File: config.mk
export PLATFORM = sky130hd
export DESIGN_NAME = stadc_top
export DESIGN_NICKNAME = d
export VERILOG_FILES = /design/src/design/stadc_pkg.sv /design/src/design/stadc_top.sv /design/src/design/stadc_sync.sv
export SDC_FILE = /design/constraint.sdc
export NUM_CORES = 1
export LEC_CHECK = 0
export BUFFER_PORTS_ARGS = -buffer_cell sky130_fd_sc_hd__buf_2
export CAP_MARGIN = 0
export CORE_UTILIZATION = 54
export DETAILED_ROUTE_END_ITERATION = 10
export HOLD_SLACK_MARGIN = 0.03
export PLACE_DENSITY_LB_ADDON = 0.1
export SLEW_MARGIN = 10
export SYNTH_ARGS = -nofsm -noshare
export SYNTH_HDL_FRONTEND = slang
export SYNTH_SLANG_ARGS = --single-unit
File: constraint.sdc
create_clock -name I_CLK_SYS -period 2.7 [get_ports I_CLK_SYS]
set_input_delay 0.135 -clock I_CLK_SYS [delete_from_list [all_inputs] [get_ports I_CLK_SYS]]
set_output_delay 0.135 -clock I_CLK_SYS [all_outputs]
set_load 0.01 [all_outputs]
File: src/design/stadc_pkg.sv
package stadc_pkg;
  localparam int RESULT_WIDTH = 12;
  localparam logic [11:0] HALF_SCALE = 12'h800;
  localparam logic [11:0] ZERO_CODE = 12'h000;
  localparam logic [11:0] ONE_CODE = 12'h001;
  localparam int CONV_CYCLES = 13;
  localparam int PHASE_LAG_NS = 25;
  localparam int CLK_PERIOD_NS = 20;
  localparam int PHASE_LAG_CYCLES = (PHASE_LAG_NS + CLK_PERIOD_NS - 1) / CLK_PERIOD_NS;
  localparam int INT_CONV_BIT = 0;
  localparam int INT_TRACK_BIT = 1;
  localparam logic [1:0] STATUS_RESET = 2'h0;
  localparam logic [1:0] MASK_RESET = 2'h0;
  localparam logic [1:0] REG_STATUS = 2'h0;
  localparam logic [1:0] REG_MASK = 2'h1;
  localparam logic [1:0] REG_RESULT = 2'h2;
  localparam logic [1:0] REG_CONTROL = 2'h3;
  typedef enum logic [1:0] {STADC_IDLE, STADC_APPROX, STADC_DONE} stadc_state_type;
endpackage

File: src/design/stadc_top.sv
// Functional notes
// - Result is 12-bit straight binary, zero to full scale 4095.
// - Low start input loads half scale and clears completion flag on the third edge.
// - Completion drain output floats until complete, then drives zero.
// - Code above input: clear trial bit, set next lower bit.
// - Code below input: keep trial and higher bits, set next lower bit.
// - Approximate all 12 bits; deciding bit 0 ends approximation.
// - Completion flag sets two clocks after bit 0 high, holds until restart.
// - Initial conversion takes 13 clock cycles.
// - Track only when complete, start high, freeze high, and follow mode input or control bit low.
// - Tracking steps the count by exactly one per clock.
// - Counter bit toggles when all lower bits match the step direction.
// - Low freeze input holds the result unchanged once complete.
// - Start and freeze inputs pass same-polarity flip-flops before use.
// - Two antiphase clock outputs; the system clock clocks the logic.
//
// Local design decisions: strobed register access and the register offsets.
`timescale 1ns/1ps
module stadc_top
(
  input wire logic I_CLK_SYS,
  input wire logic I_RST,
  input wire logic I_CONV_BEGIN_N,
  input wire logic I_FREEZE_N,
  input wire logic I_FOLLOW_MODE_N,
  input wire logic I_COMPARATOR_RESULT,
  input wire logic [1:0] I_ADDR,
  input wire logic [15:0] I_WDATA,
  input wire logic I_WR,
  input wire logic I_RD,
  output logic [15:0] O_RDATA,
  output logic [11:0] O_RESULT_BITS,
  output logic O_CONVERSION_COMPLETE,
  output logic O_COMPLETE_DRAIN_N_O,
  output logic O_COMPLETE_DRAIN_N_OE,
  output logic O_PHASE_A_CLK,
  output logic O_PHASE_B_CLK,
  output logic O_IRQ
);
  logic conv_begin_sync_n;
  logic freeze_sync_n;
  logic follow_mode_sync_n;
  logic [11:0] result;
  logic [11:0] trial;
  logic complete;
  logic [1:0] status;
  logic [1:0] mask;
  logic follow_sw_n;
  logic [15:0] rdata;
  logic phase_a;
  stadc_pkg::stadc_state_type state;
  logic [11:0] next_result;
  logic [11:0] next_trial;
  logic next_complete;
  logic [1:0] next_status;
  logic [1:0] next_mask;
  logic next_follow_sw_n;
  logic [15:0] next_rdata;
  logic next_phase_a;
  logic next_phase_b;
  stadc_pkg::stadc_state_type next_state;
  logic tracking;
  logic step_event;

  stadc_sync u_sync_begin
  (
    .i_clk(I_CLK_SYS),
    .i_rst(I_RST),
    .i_async(I_CONV_BEGIN_N),
    .o_sync(conv_begin_sync_n)
  );

  stadc_sync u_sync_freeze
  (
    .i_clk(I_CLK_SYS),
    .i_rst(I_RST),
    .i_async(I_FREEZE_N),
    .o_sync(freeze_sync_n)
  );

  stadc_sync u_sync_follow
  (
    .i_clk(I_CLK_SYS),
    .i_rst(I_RST),
    .i_async(I_FOLLOW_MODE_N),
    .o_sync(follow_mode_sync_n)
  );

  // Up/down step built from per-bit toggle terms, as a ripple of all-lower-bits checks
  function automatic logic [11:0] track_step(input logic [11:0] value, input logic code_high);
    logic [11:0] toggles;
    logic run;
    toggles = 12'h000;
    run = 1'b1;
    for (int i = 0; i < stadc_pkg::RESULT_WIDTH; i++)
    begin
      toggles[i] = run;
      run = run & (code_high ? ~value[i] : value[i]);
    end
    return value ^ toggles;
  endfunction

  always_comb
  begin
    tracking = complete && conv_begin_sync_n && freeze_sync_n
               && !(follow_mode_sync_n && follow_sw_n);
    // Comparator read straight at the edge: any extra flop would judge a stale code
    next_state = state;
    next_result = result;
    next_trial = trial;
    next_complete = complete;
    step_event = 1'b0;
    if (!conv_begin_sync_n)
    begin
      next_result = stadc_pkg::HALF_SCALE;
      next_trial = stadc_pkg::HALF_SCALE;
      next_complete = 1'b0;
      next_state = stadc_pkg::STADC_APPROX;
    end
    else
    begin
      case (state)
        stadc_pkg::STADC_APPROX:
        begin
          if (trial == stadc_pkg::ZERO_CODE)
          begin
            // Bit 0 was decided last step, set the step before: flag follows one clock later
            next_complete = 1'b1;
            next_state = stadc_pkg::STADC_DONE;
          end
          else
          begin
            if (I_COMPARATOR_RESULT)
            begin
              next_result = (result & ~trial) | (trial >> 1);
            end
            else
            begin
              next_result = result | (trial >> 1);
            end
            next_trial = trial >> 1;
          end
        end
        stadc_pkg::STADC_DONE:
        begin
          if (tracking && freeze_sync_n)
          begin
            next_result = track_step(result, I_COMPARATOR_RESULT);
            step_event = (next_result != result);
          end
        end
        default:
        begin
          next_state = stadc_pkg::STADC_IDLE;
        end
      endcase
    end
  end

  always_comb
  begin
    next_status = status;
    next_mask = mask;
    next_follow_sw_n = follow_sw_n;
    next_rdata = 16'h0000;
    if (I_WR)
    begin
      if (I_ADDR == stadc_pkg::REG_STATUS)
      begin
        next_status = status & ~I_WDATA[1:0];
      end
      else if (I_ADDR == stadc_pkg::REG_MASK)
      begin
        next_mask = I_WDATA[1:0];
      end
      else if (I_ADDR == stadc_pkg::REG_CONTROL)
      begin
        next_follow_sw_n = I_WDATA[0];
      end
    end
    // Set wins over a same-cycle clear
    if (next_complete && !complete)
    begin
      next_status[stadc_pkg::INT_CONV_BIT] = 1'b1;
    end
    if (step_event)
    begin
      next_status[stadc_pkg::INT_TRACK_BIT] = 1'b1;
    end
    if (I_RD)
    begin
      if (I_ADDR == stadc_pkg::REG_STATUS)
      begin
        next_rdata = {14'h0000, status};
      end
      else if (I_ADDR == stadc_pkg::REG_MASK)
      begin
        next_rdata = {14'h0000, mask};
      end
      else if (I_ADDR == stadc_pkg::REG_RESULT)
      begin
        next_rdata = {3'h0, complete, result};
      end
      else
      begin
        next_rdata = {15'h0000, follow_sw_n};
      end
    end
    // Two-phase clock: phase B toggles one 20 ns cycle behind phase A, short of the 25 ns PHASE_LAG_NS
    next_phase_a = ~phase_a;
    next_phase_b = phase_a;
  end

  // Phase B is taken from the phase A flop, so no separate state is kept for it

  always_ff @(posedge I_CLK_SYS or posedge I_RST)
  begin
    if (I_RST)
    begin
      state <= stadc_pkg::STADC_IDLE;
      result <= stadc_pkg::HALF_SCALE;
      trial <= stadc_pkg::HALF_SCALE;
      complete <= 1'b0;
      status <= stadc_pkg::STATUS_RESET;
      mask <= stadc_pkg::MASK_RESET;
      follow_sw_n <= 1'b1;
      O_RDATA <= 16'h0000;
      phase_a <= 1'b0;
      O_RESULT_BITS <= stadc_pkg::HALF_SCALE;
      O_CONVERSION_COMPLETE <= 1'b0;
      O_COMPLETE_DRAIN_N_O <= 1'b0;
      O_COMPLETE_DRAIN_N_OE <= 1'b0;
      O_PHASE_A_CLK <= 1'b0;
      O_PHASE_B_CLK <= 1'b1;
      O_IRQ <= 1'b0;
    end
    else
    begin
      state <= next_state;
      result <= next_result;
      trial <= next_trial;
      complete <= next_complete;
      status <= next_status;
      mask <= next_mask;
      follow_sw_n <= next_follow_sw_n;
      O_RDATA <= next_rdata;
      phase_a <= next_phase_a;
      O_RESULT_BITS <= next_result;
      O_CONVERSION_COMPLETE <= next_complete;
      O_COMPLETE_DRAIN_N_O <= 1'b0;
      O_COMPLETE_DRAIN_N_OE <= next_complete;
      O_PHASE_A_CLK <= next_phase_a;
      O_PHASE_B_CLK <= next_phase_b;
      O_IRQ <= |(next_status & next_mask);
    end
  end
endmodule

File: src/design/stadc_sync.sv
`timescale 1ns/1ps
module stadc_sync
(
  input wire logic i_clk,
  input wire logic i_rst,
  input wire logic i_async,
  output logic o_sync
);
  logic stage1;
  logic next_stage1;
  logic next_sync;

  always_comb
  begin
    next_stage1 = i_async;
    next_sync = stage1;
  end

  // Reset to the inactive (high) level of the active-low inputs
  always_ff @(posedge i_clk or posedge i_rst)
  begin
    if (i_rst)
    begin
      stage1 <= 1'b1;
      o_sync <= 1'b1;
    end
    else
    begin
      stage1 <= next_stage1;
      o_sync <= next_sync;
    end
  end
endmodule

==> impl_metrics.yaml, run 1 <==
run_status:
  status: "finished clean"
detailed_routing:
  post_drt_wl_per_cell_um: 14.6
  first_pass_iters: 4
  drt_wl_total_um: 5350
  ant_nets: 0
  viasPerCell: 5.51
  vias: 2018
  drt_iter0_markers: 117
  drc: 0
die:
  core_um2: 4790
  dieArea_um2: 5340
  initial_core_util_pct: 57.0
  ios: 60
  die_y_um: 73.1
  placementRows: 25
  die_w_um: 73.1
cts:
  cts_buffer_depth: 2
  tritoncts: "yes"
  htreeDepth: 2
  cts.sinks: 54
  cts_root_buf: "clkbuf_8"
  clkTransAtPathRegs_ns: 0.09
  post-cts-setup-buffers: 0
  clock_latency_ns: 0.30
  cts_buffers: 5
timing:
  setup_tns_ns: 0
  fin_crit_ns: 2.08
  holdWs_ns: 0.0555
  fin_crit_sh_pct: 77.2
  fmax_mhz: 480
  report.final.slew_viol_count: 0
  finalSetupViolCount: 0
  rsz0062_at_grt: "false"
  skew_ns: 0.00725
  hold_viol: 0
grt:
  grtUsageTotal_pct: 21.7
  grt_first_pass_wirelength_um: 8760
  antenna_found_initial: 0
  grt_pass1_vias: 1809
  grt_max_degree: 35
  overflow: 0
worst_setup_path:
  cp_slowest_cell: "dfrtp_1"
  cp.required_ns: 2.90
  cp.arrival_ns: 2.28
  worstSetupEndpointType: "flip-flop"
  slowest_delay_ns: 0.45
  rrSetupSlack_ns: 0.62
  worstRegToRegCells: 6
  critPathLaunchType: "flip-flop"
  critPathKind: "flip-flop to flip-flop"
  cp_max_fo: 10
  path_cells: "nor4_1 -> nand4_1 -> nand3b_1 -> buf_4 -> a21oi_1 -> a221oi_1"
logic_synthesis:
  yosysUniqueCellTypes: 58
  synthCells: 261
  synth_edf_count: 0
  postSynthAreaPerCell_um2: 10.5
  ys_async_sr_fraction_pct: 100
  ys_warn_count: 0
  synth.cell_area_um2: 2730
  ys.flop_type: "dfrtp_1"
  ys_ff_latch: 54
  yosysSeqAreaShare_pct: 50.0
worst_hold_path:
  whs_path_depth: 2
  hp-class: "input port to flip-flop"
finish:
  instances_no_fill: 366
  nNetsFinal: 326
  drive_gt1_share_pct: 26.4
  antenna_cells: 0
  area_growth_pct: 11.9
  n_fill_cell: 429
placed_design:
  gp_congestion: 0.802
  dp_hpwl_um: 3700
  post-place-cells: 354
  port_buffers: 41
pwr:
  power_density_nw_per_um2: 720
  leakagePower_nw: 1.46
  vdd_drop_max_mv: 0.388
job:
  max_cap_violations: 0
## Yosys cell counts (3+ instances only)
cell type | n | area, um2
dfrtp_1 | 44 | 1100
nand2_1 | 18 | 67.6
nor2_1 | 17 | 63.8
a21oi_1 | 15 | 75.1
mux2i_1 | 14 | 140
o21ai_0 | 13 | 65.1
and2_1 | 11 | 68.8
inv_1 | 11 | 41.3
clkbuf_1 | 10 | 37.5
dfstp_2 | 10 | 263
a31oi_1 | 6 | 37.5
a211oi_1 | 5 | 37.5
buf_4 | 5 | 37.5
nand3_1 | 5 | 25.0
a21boi_0 | 4 | 30.0
mux2_2 | 4 | 45.0
nand3b_1 | 4 | 30.0
o221a_2 | 4 | 45.0
o31ai_1 | 4 | 30.0
buf_2 | 3 | 15.0
nor3_1 | 3 | 15.0
nor3b_1 | 3 | 22.5
nor4_1 | 3 | 18.8
## layer usage
layer  wire, um  vias to the layer above  global-route usage (%)
li1           -                      999                       -
met1       2670                      967                    31.1
met2       2420                       45                    32.9
met3        198                        7                    4.28
met4         64                        0                    7.19
met5          0                        -                       0
## path summary, 6_finish.rpt
kind / from / end
max: trial[8]$_DFFE_PP0P_ / result[4]$_DFFE_PP0P_
min reg2reg: u_sync_begin.next_sync$_DFF_PP1_ / u_sync_begin.o_sync$_DFF_PP1_
max in group asynchronous: I_RST / trial[11]$_DFFE_PP1P_
max reg2reg: trial[8]$_DFFE_PP0P_ / result[4]$_DFFE_PP0P_
min in group asynchronous: I_RST / O_RDATA[2]$_DFF_PP0_
min: I_RD / O_RDATA[0]$_DFF_PP0_
## timing repair
action                    4_1_cts  5_1_grt
hold buffers                    4        0
resized for setup               0        0
hold endpoints to repair       17        0
## metrics by stage
| step | setup WS (ns) | total power [mW] | area, um2 | utilization (%) |
|---|---|---|---|---|
| final | 0.615 | 2.20 | 3050 | 63.8 |
| after detailed placement | 0.648 | 1.76 | 2920 | 61.1 |
| after global routing | 0.497 | 2.34 | 3050 | 63.8 |
| after floorplan | 0.721 | 1.58 | 2740 | - |
| after global placement | 0.646 | 1.74 | 2920 | 61.1 |
| after CTS | 0.630 | 2.22 | 3050 | 63.8 |
## where the power goes
group	internal [mW]	switching [mW]
sequential	0.922	0.139
clock	0.207	0.247
combinational	0.313	0.372
## layout make-up
cell class	count	area, um2	share of cell area, %
Inverter	12	45.0	1.47
Tap cell	67	83.8	2.74
Sequential cell	54	1360	44.7
Clock buffer	7	86.3	2.83
Clock inverter	1	5.00	0.164
Timing Repair Buffer	50	283	9.26
Multi-Input combinational cell	175	1190	38.9
## sequential cells by signal, summed over array words and instances (netlist names), 2 cells and up
signal	flops
O_RDATA	13
result	12
trial	12
mask	2
state	2
status	2
## worst max-delay path: cells and delay by family (launching register included)
| family | cells | cell delay [ns] |
|---|---|---|
| compound gates | 2 | 0.34 |
| buf+inv | 1 | 0.22 |
| flops | 1 | 0.45 |
| simple gates | 3 | 0.96 |
## kinds of logic after synthesis
logic type / Yosys count / share of synthesized area [%]
AO/OA/AOI/OAI: 65 / 16.1
flip-flops: 54 / 50.0
adder cells (fa/ha/maj): 2 / 0.917
multiplexers: 20 / 8.44
XOR/XNOR: 3 / 0.963
buffers and inverters: 35 / 6.92
AND/OR/NAND/NOR: 81 / 16.5
other: 1 / 0.137
## cell usage in the layout (no fill, tap or decap), drive strengths merged, types with 5 or more instances in the layout
cell type,count
a211oi,5
nor2,17
nand3,6
dfrtp,44
o21ai,13
buf,46
a21oi,15
nand2,18
dfstp,10
and2,13
clkbuf,7
a31oi,6
inv,11
mux2i,15
(Power assumes the default switching activity.)
==> run 2, diff against run 1 <==
--- a/config.mk
+++ b/config.mk
@@ -7,7 +7,7 @@
 export LEC_CHECK = 0
 export BUFFER_PORTS_ARGS = -buffer_cell sky130_fd_sc_hd__buf_2
 export CAP_MARGIN = 0
-export CORE_UTILIZATION = 54
+export CORE_UTILIZATION = 49
 export DETAILED_ROUTE_END_ITERATION = 10
 export HOLD_SLACK_MARGIN = 0.03
 export PLACE_DENSITY_LB_ADDON = 0.1
==> constraint.sdc (replaced) <==
create_clock -name I_CLK_SYS -period 1.7 [get_ports I_CLK_SYS]
set_input_delay 0.085 -clock I_CLK_SYS [delete_from_list [all_inputs] [get_ports I_CLK_SYS]]
set_output_delay 0.085 -clock I_CLK_SYS [all_outputs]
set_load 0.01 [all_outputs]
==> run 2 against run 1 <==
Compared with the run above:
- the run now ends with negative setup slack left
- routed wire length rose by 15%
- combinational power grew 130%
- clock-buffer cell count stayed put
- non-clock buffer count increased by 42
- die area grew 9.9%
- clock power is 64% higher
- setup slack worse by 0.76 ns
- clock skew up 0.0015 ns
- largest cell class unchanged
==> impl_metrics.yaml, run 2 (synthesized netlist as in run 1, its figures left out) <==
run_status:
  status: "finished with violations"
  violations: "negative setup slack"
pwr:
  p_clk_share_pct: 19.1
  pwr-share-comb_pct: 39.6
  leakagePower_nw: 1.71
  vdd_drop_max_mv: 0.546
  swShare_pct: 34.5
  finalPower_mw: 3.91
  pwr-share-seq_pct: 41.3
  p_int_mw: 2.56
  power_density_nw_per_um2: 1120
  switchingPower_mw: 1.35
placed_design:
  pre_cts_slack_ns: -0.145
  gp_congestion: 0.817
  dp_hpwl_um: 4280
  port_buffers: 41
worst_setup_path:
  cp_max_fo: 4
  path_cells: "or4b_4 -> mux2i_4 -> nand3_2 -> or4_1 -> a31oi_1"
  critPathLaunchType: "flip-flop"
  cp_slowest_cell: "or4b_4"
  cp.arrival_ns: 2.08
  slowest_delay_ns: 0.55
  worstSetupEndpointType: "flip-flop"
  cp.required_ns: 1.93
  critPathKind: "flip-flop to flip-flop"
grt:
  grtUsageTotal_pct: 22.6
  grt-busiest-layer: "met2"
  met2_usage_pct: 35.1
  grtUsageMet1_pct: 31.0
  grt_pass1_vias: 2179
  overflow: 0
  met3_usage_pct: 4.19
  grt_max_degree: 55
  antenna_found_initial: 0
  grt_first_pass_wirelength_um: 10400
cts:
  clkTransAtPathRegs_ns: 0.10
  tritoncts: "yes"
  cts_buffer_depth: 2
  cts.sinks: 54
  cts_buffers: 5
  clock_latency_ns: 0.31
  htreeDepth: 2
  cts_root_buf: "clkbuf_8"
timing:
  finalWorstSetupSlack_ns: -0.144
  setup_tns_ns: -0.408
  hold_viol: 0
  holdWs_ns: 0.0443
  fin_crit_sh_pct: 108
  fmax_mhz: 542
  rsz0062_at_grt: "true"
  fin_crit_ns: 1.84
  report.final.slew_viol_count: 0
  finalSetupViolCount: 5
  skew_ns: 0.00875
finish:
  n_fill_cell: 437
  utilization_pct: 66.8
  final_cell_mix: "dfrtp_1 (44), buf_2 (41), buf_4 (38)"
  multi_input_area_um2: 1270
  seq_area_um2: 1360
  area_growth_pct: 28.2
  largest_reg_flops: 13
  antenna_cells: 0
  nNetsFinal: 368
  final_common_cell: "dfrtp_1"
  largest_register: "O_RDATA"
  drive_gt1_share_pct: 39.6
  top_regs: "O_RDATA (13), result (12), trial (12)"
die:
  placementRows: 26
  die_y_um: 76.6
  ios: 60
  dieArea_um2: 5870
  die_w_um: 76.6
  core_um2: 5240
  initial_core_util_pct: 52.1
detailed_routing:
  viasPerCell: 5.37
  drt_iter0_markers: 170
  post_drt_wl_per_cell_um: 15.0
  drc: 0
  vias: 2207
  ant_nets: 0
  first_pass_iters: 5
  drt_wl_total_um: 6170
worst_hold_path:
  hp-class: "input port to flip-flop"
job:
  max_cap_violations: 0
-- run 2: cell count changes in the layout (fill, tap and decap cells not counted), sizes merged --
| cell | delta |
|---|---|
| buf | +41 |
| inv | -1 |
| clkinvlp | +1 |
| dlygate4sd3 | +1 |
-- run 2: area by class of cell --
type / count / area share (%)
clock inverter: 1 / 0.143
sequential: 54 / 39.0
tap: 70 / 2.50
inverter: 12 / 1.39
clock buffer: 7 / 2.47
multi-input combinational: 175 / 36.2
timing repair buffer: 92 / 18.3
-- run 2: power groups by stage --
stage               logic (mW)  clock network, mW  registers [mW]
floorplan                0.881                  0            1.68
global placement          1.39                  0            1.63
detailed placement        1.41                  0            1.64
CTS                       1.47              0.768            1.61
global route              1.69              0.812            1.64
finish                    1.55              0.745            1.62
-- run 2: metrics by stage --
step / std cells / cell area [um2]
after floorplan: 264 / 2770
after global placement: 394 / 3230
after detailed placement: 394 / 3230
after CTS: 408 / 3410
after global routing: 411 / 3500
final: 411 / 3500
-- run 2: what timing repair did --
item	CTS	global route
pin swaps	4	6
setup endpoints to repair	11	13
resized for setup	9	18
hold buffers	5	0
endpoints found under the hold margin	49	0
buffers inserted	1	4
-- run 2: critical path, delay by kind of cell (launching register included) --
kind	cells	cell delay, ns
AO/OA/AOI/OAI	1	0.13
AND/OR/NAND/NOR	3	1.04
flip-flops	1	0.39
multiplexers	1	0.20
-- run 2: metal layers --
layer,vias to the layer above,part of all wire [%]
met5,-,0
met4,0,1.8
met3,9,5.1
met2,55,47
met1,1065,46
li1,1078,-
-- run 2: final timing paths --
kind | startpoint | endpoint | slack, ns | depth (start not counted)
setup / recovery | result[4]$_DFFE_PP0P_ | result[9]$_DFFE_PP0P_ | -0.14 | 5
hold / removal | I_ADDR[0] | O_RDATA[12]$_DFF_PP0_ | 0.04 | 2
setup reg to reg | result[4]$_DFFE_PP0P_ | result[9]$_DFFE_PP0P_ | -0.14 | 5
hold reg to reg | u_sync_freeze.next_sync$_DFF_PP1_ | u_sync_freeze.o_sync$_DFF_PP1_ | 0.36 | 0
max in group asynchronous | I_RST | u_sync_begin.next_sync$_DFF_PP1_ | 1.05 | 4
min in group asynchronous | I_RST | O_RDATA[2]$_DFF_PP0_ | 0.35 | 4
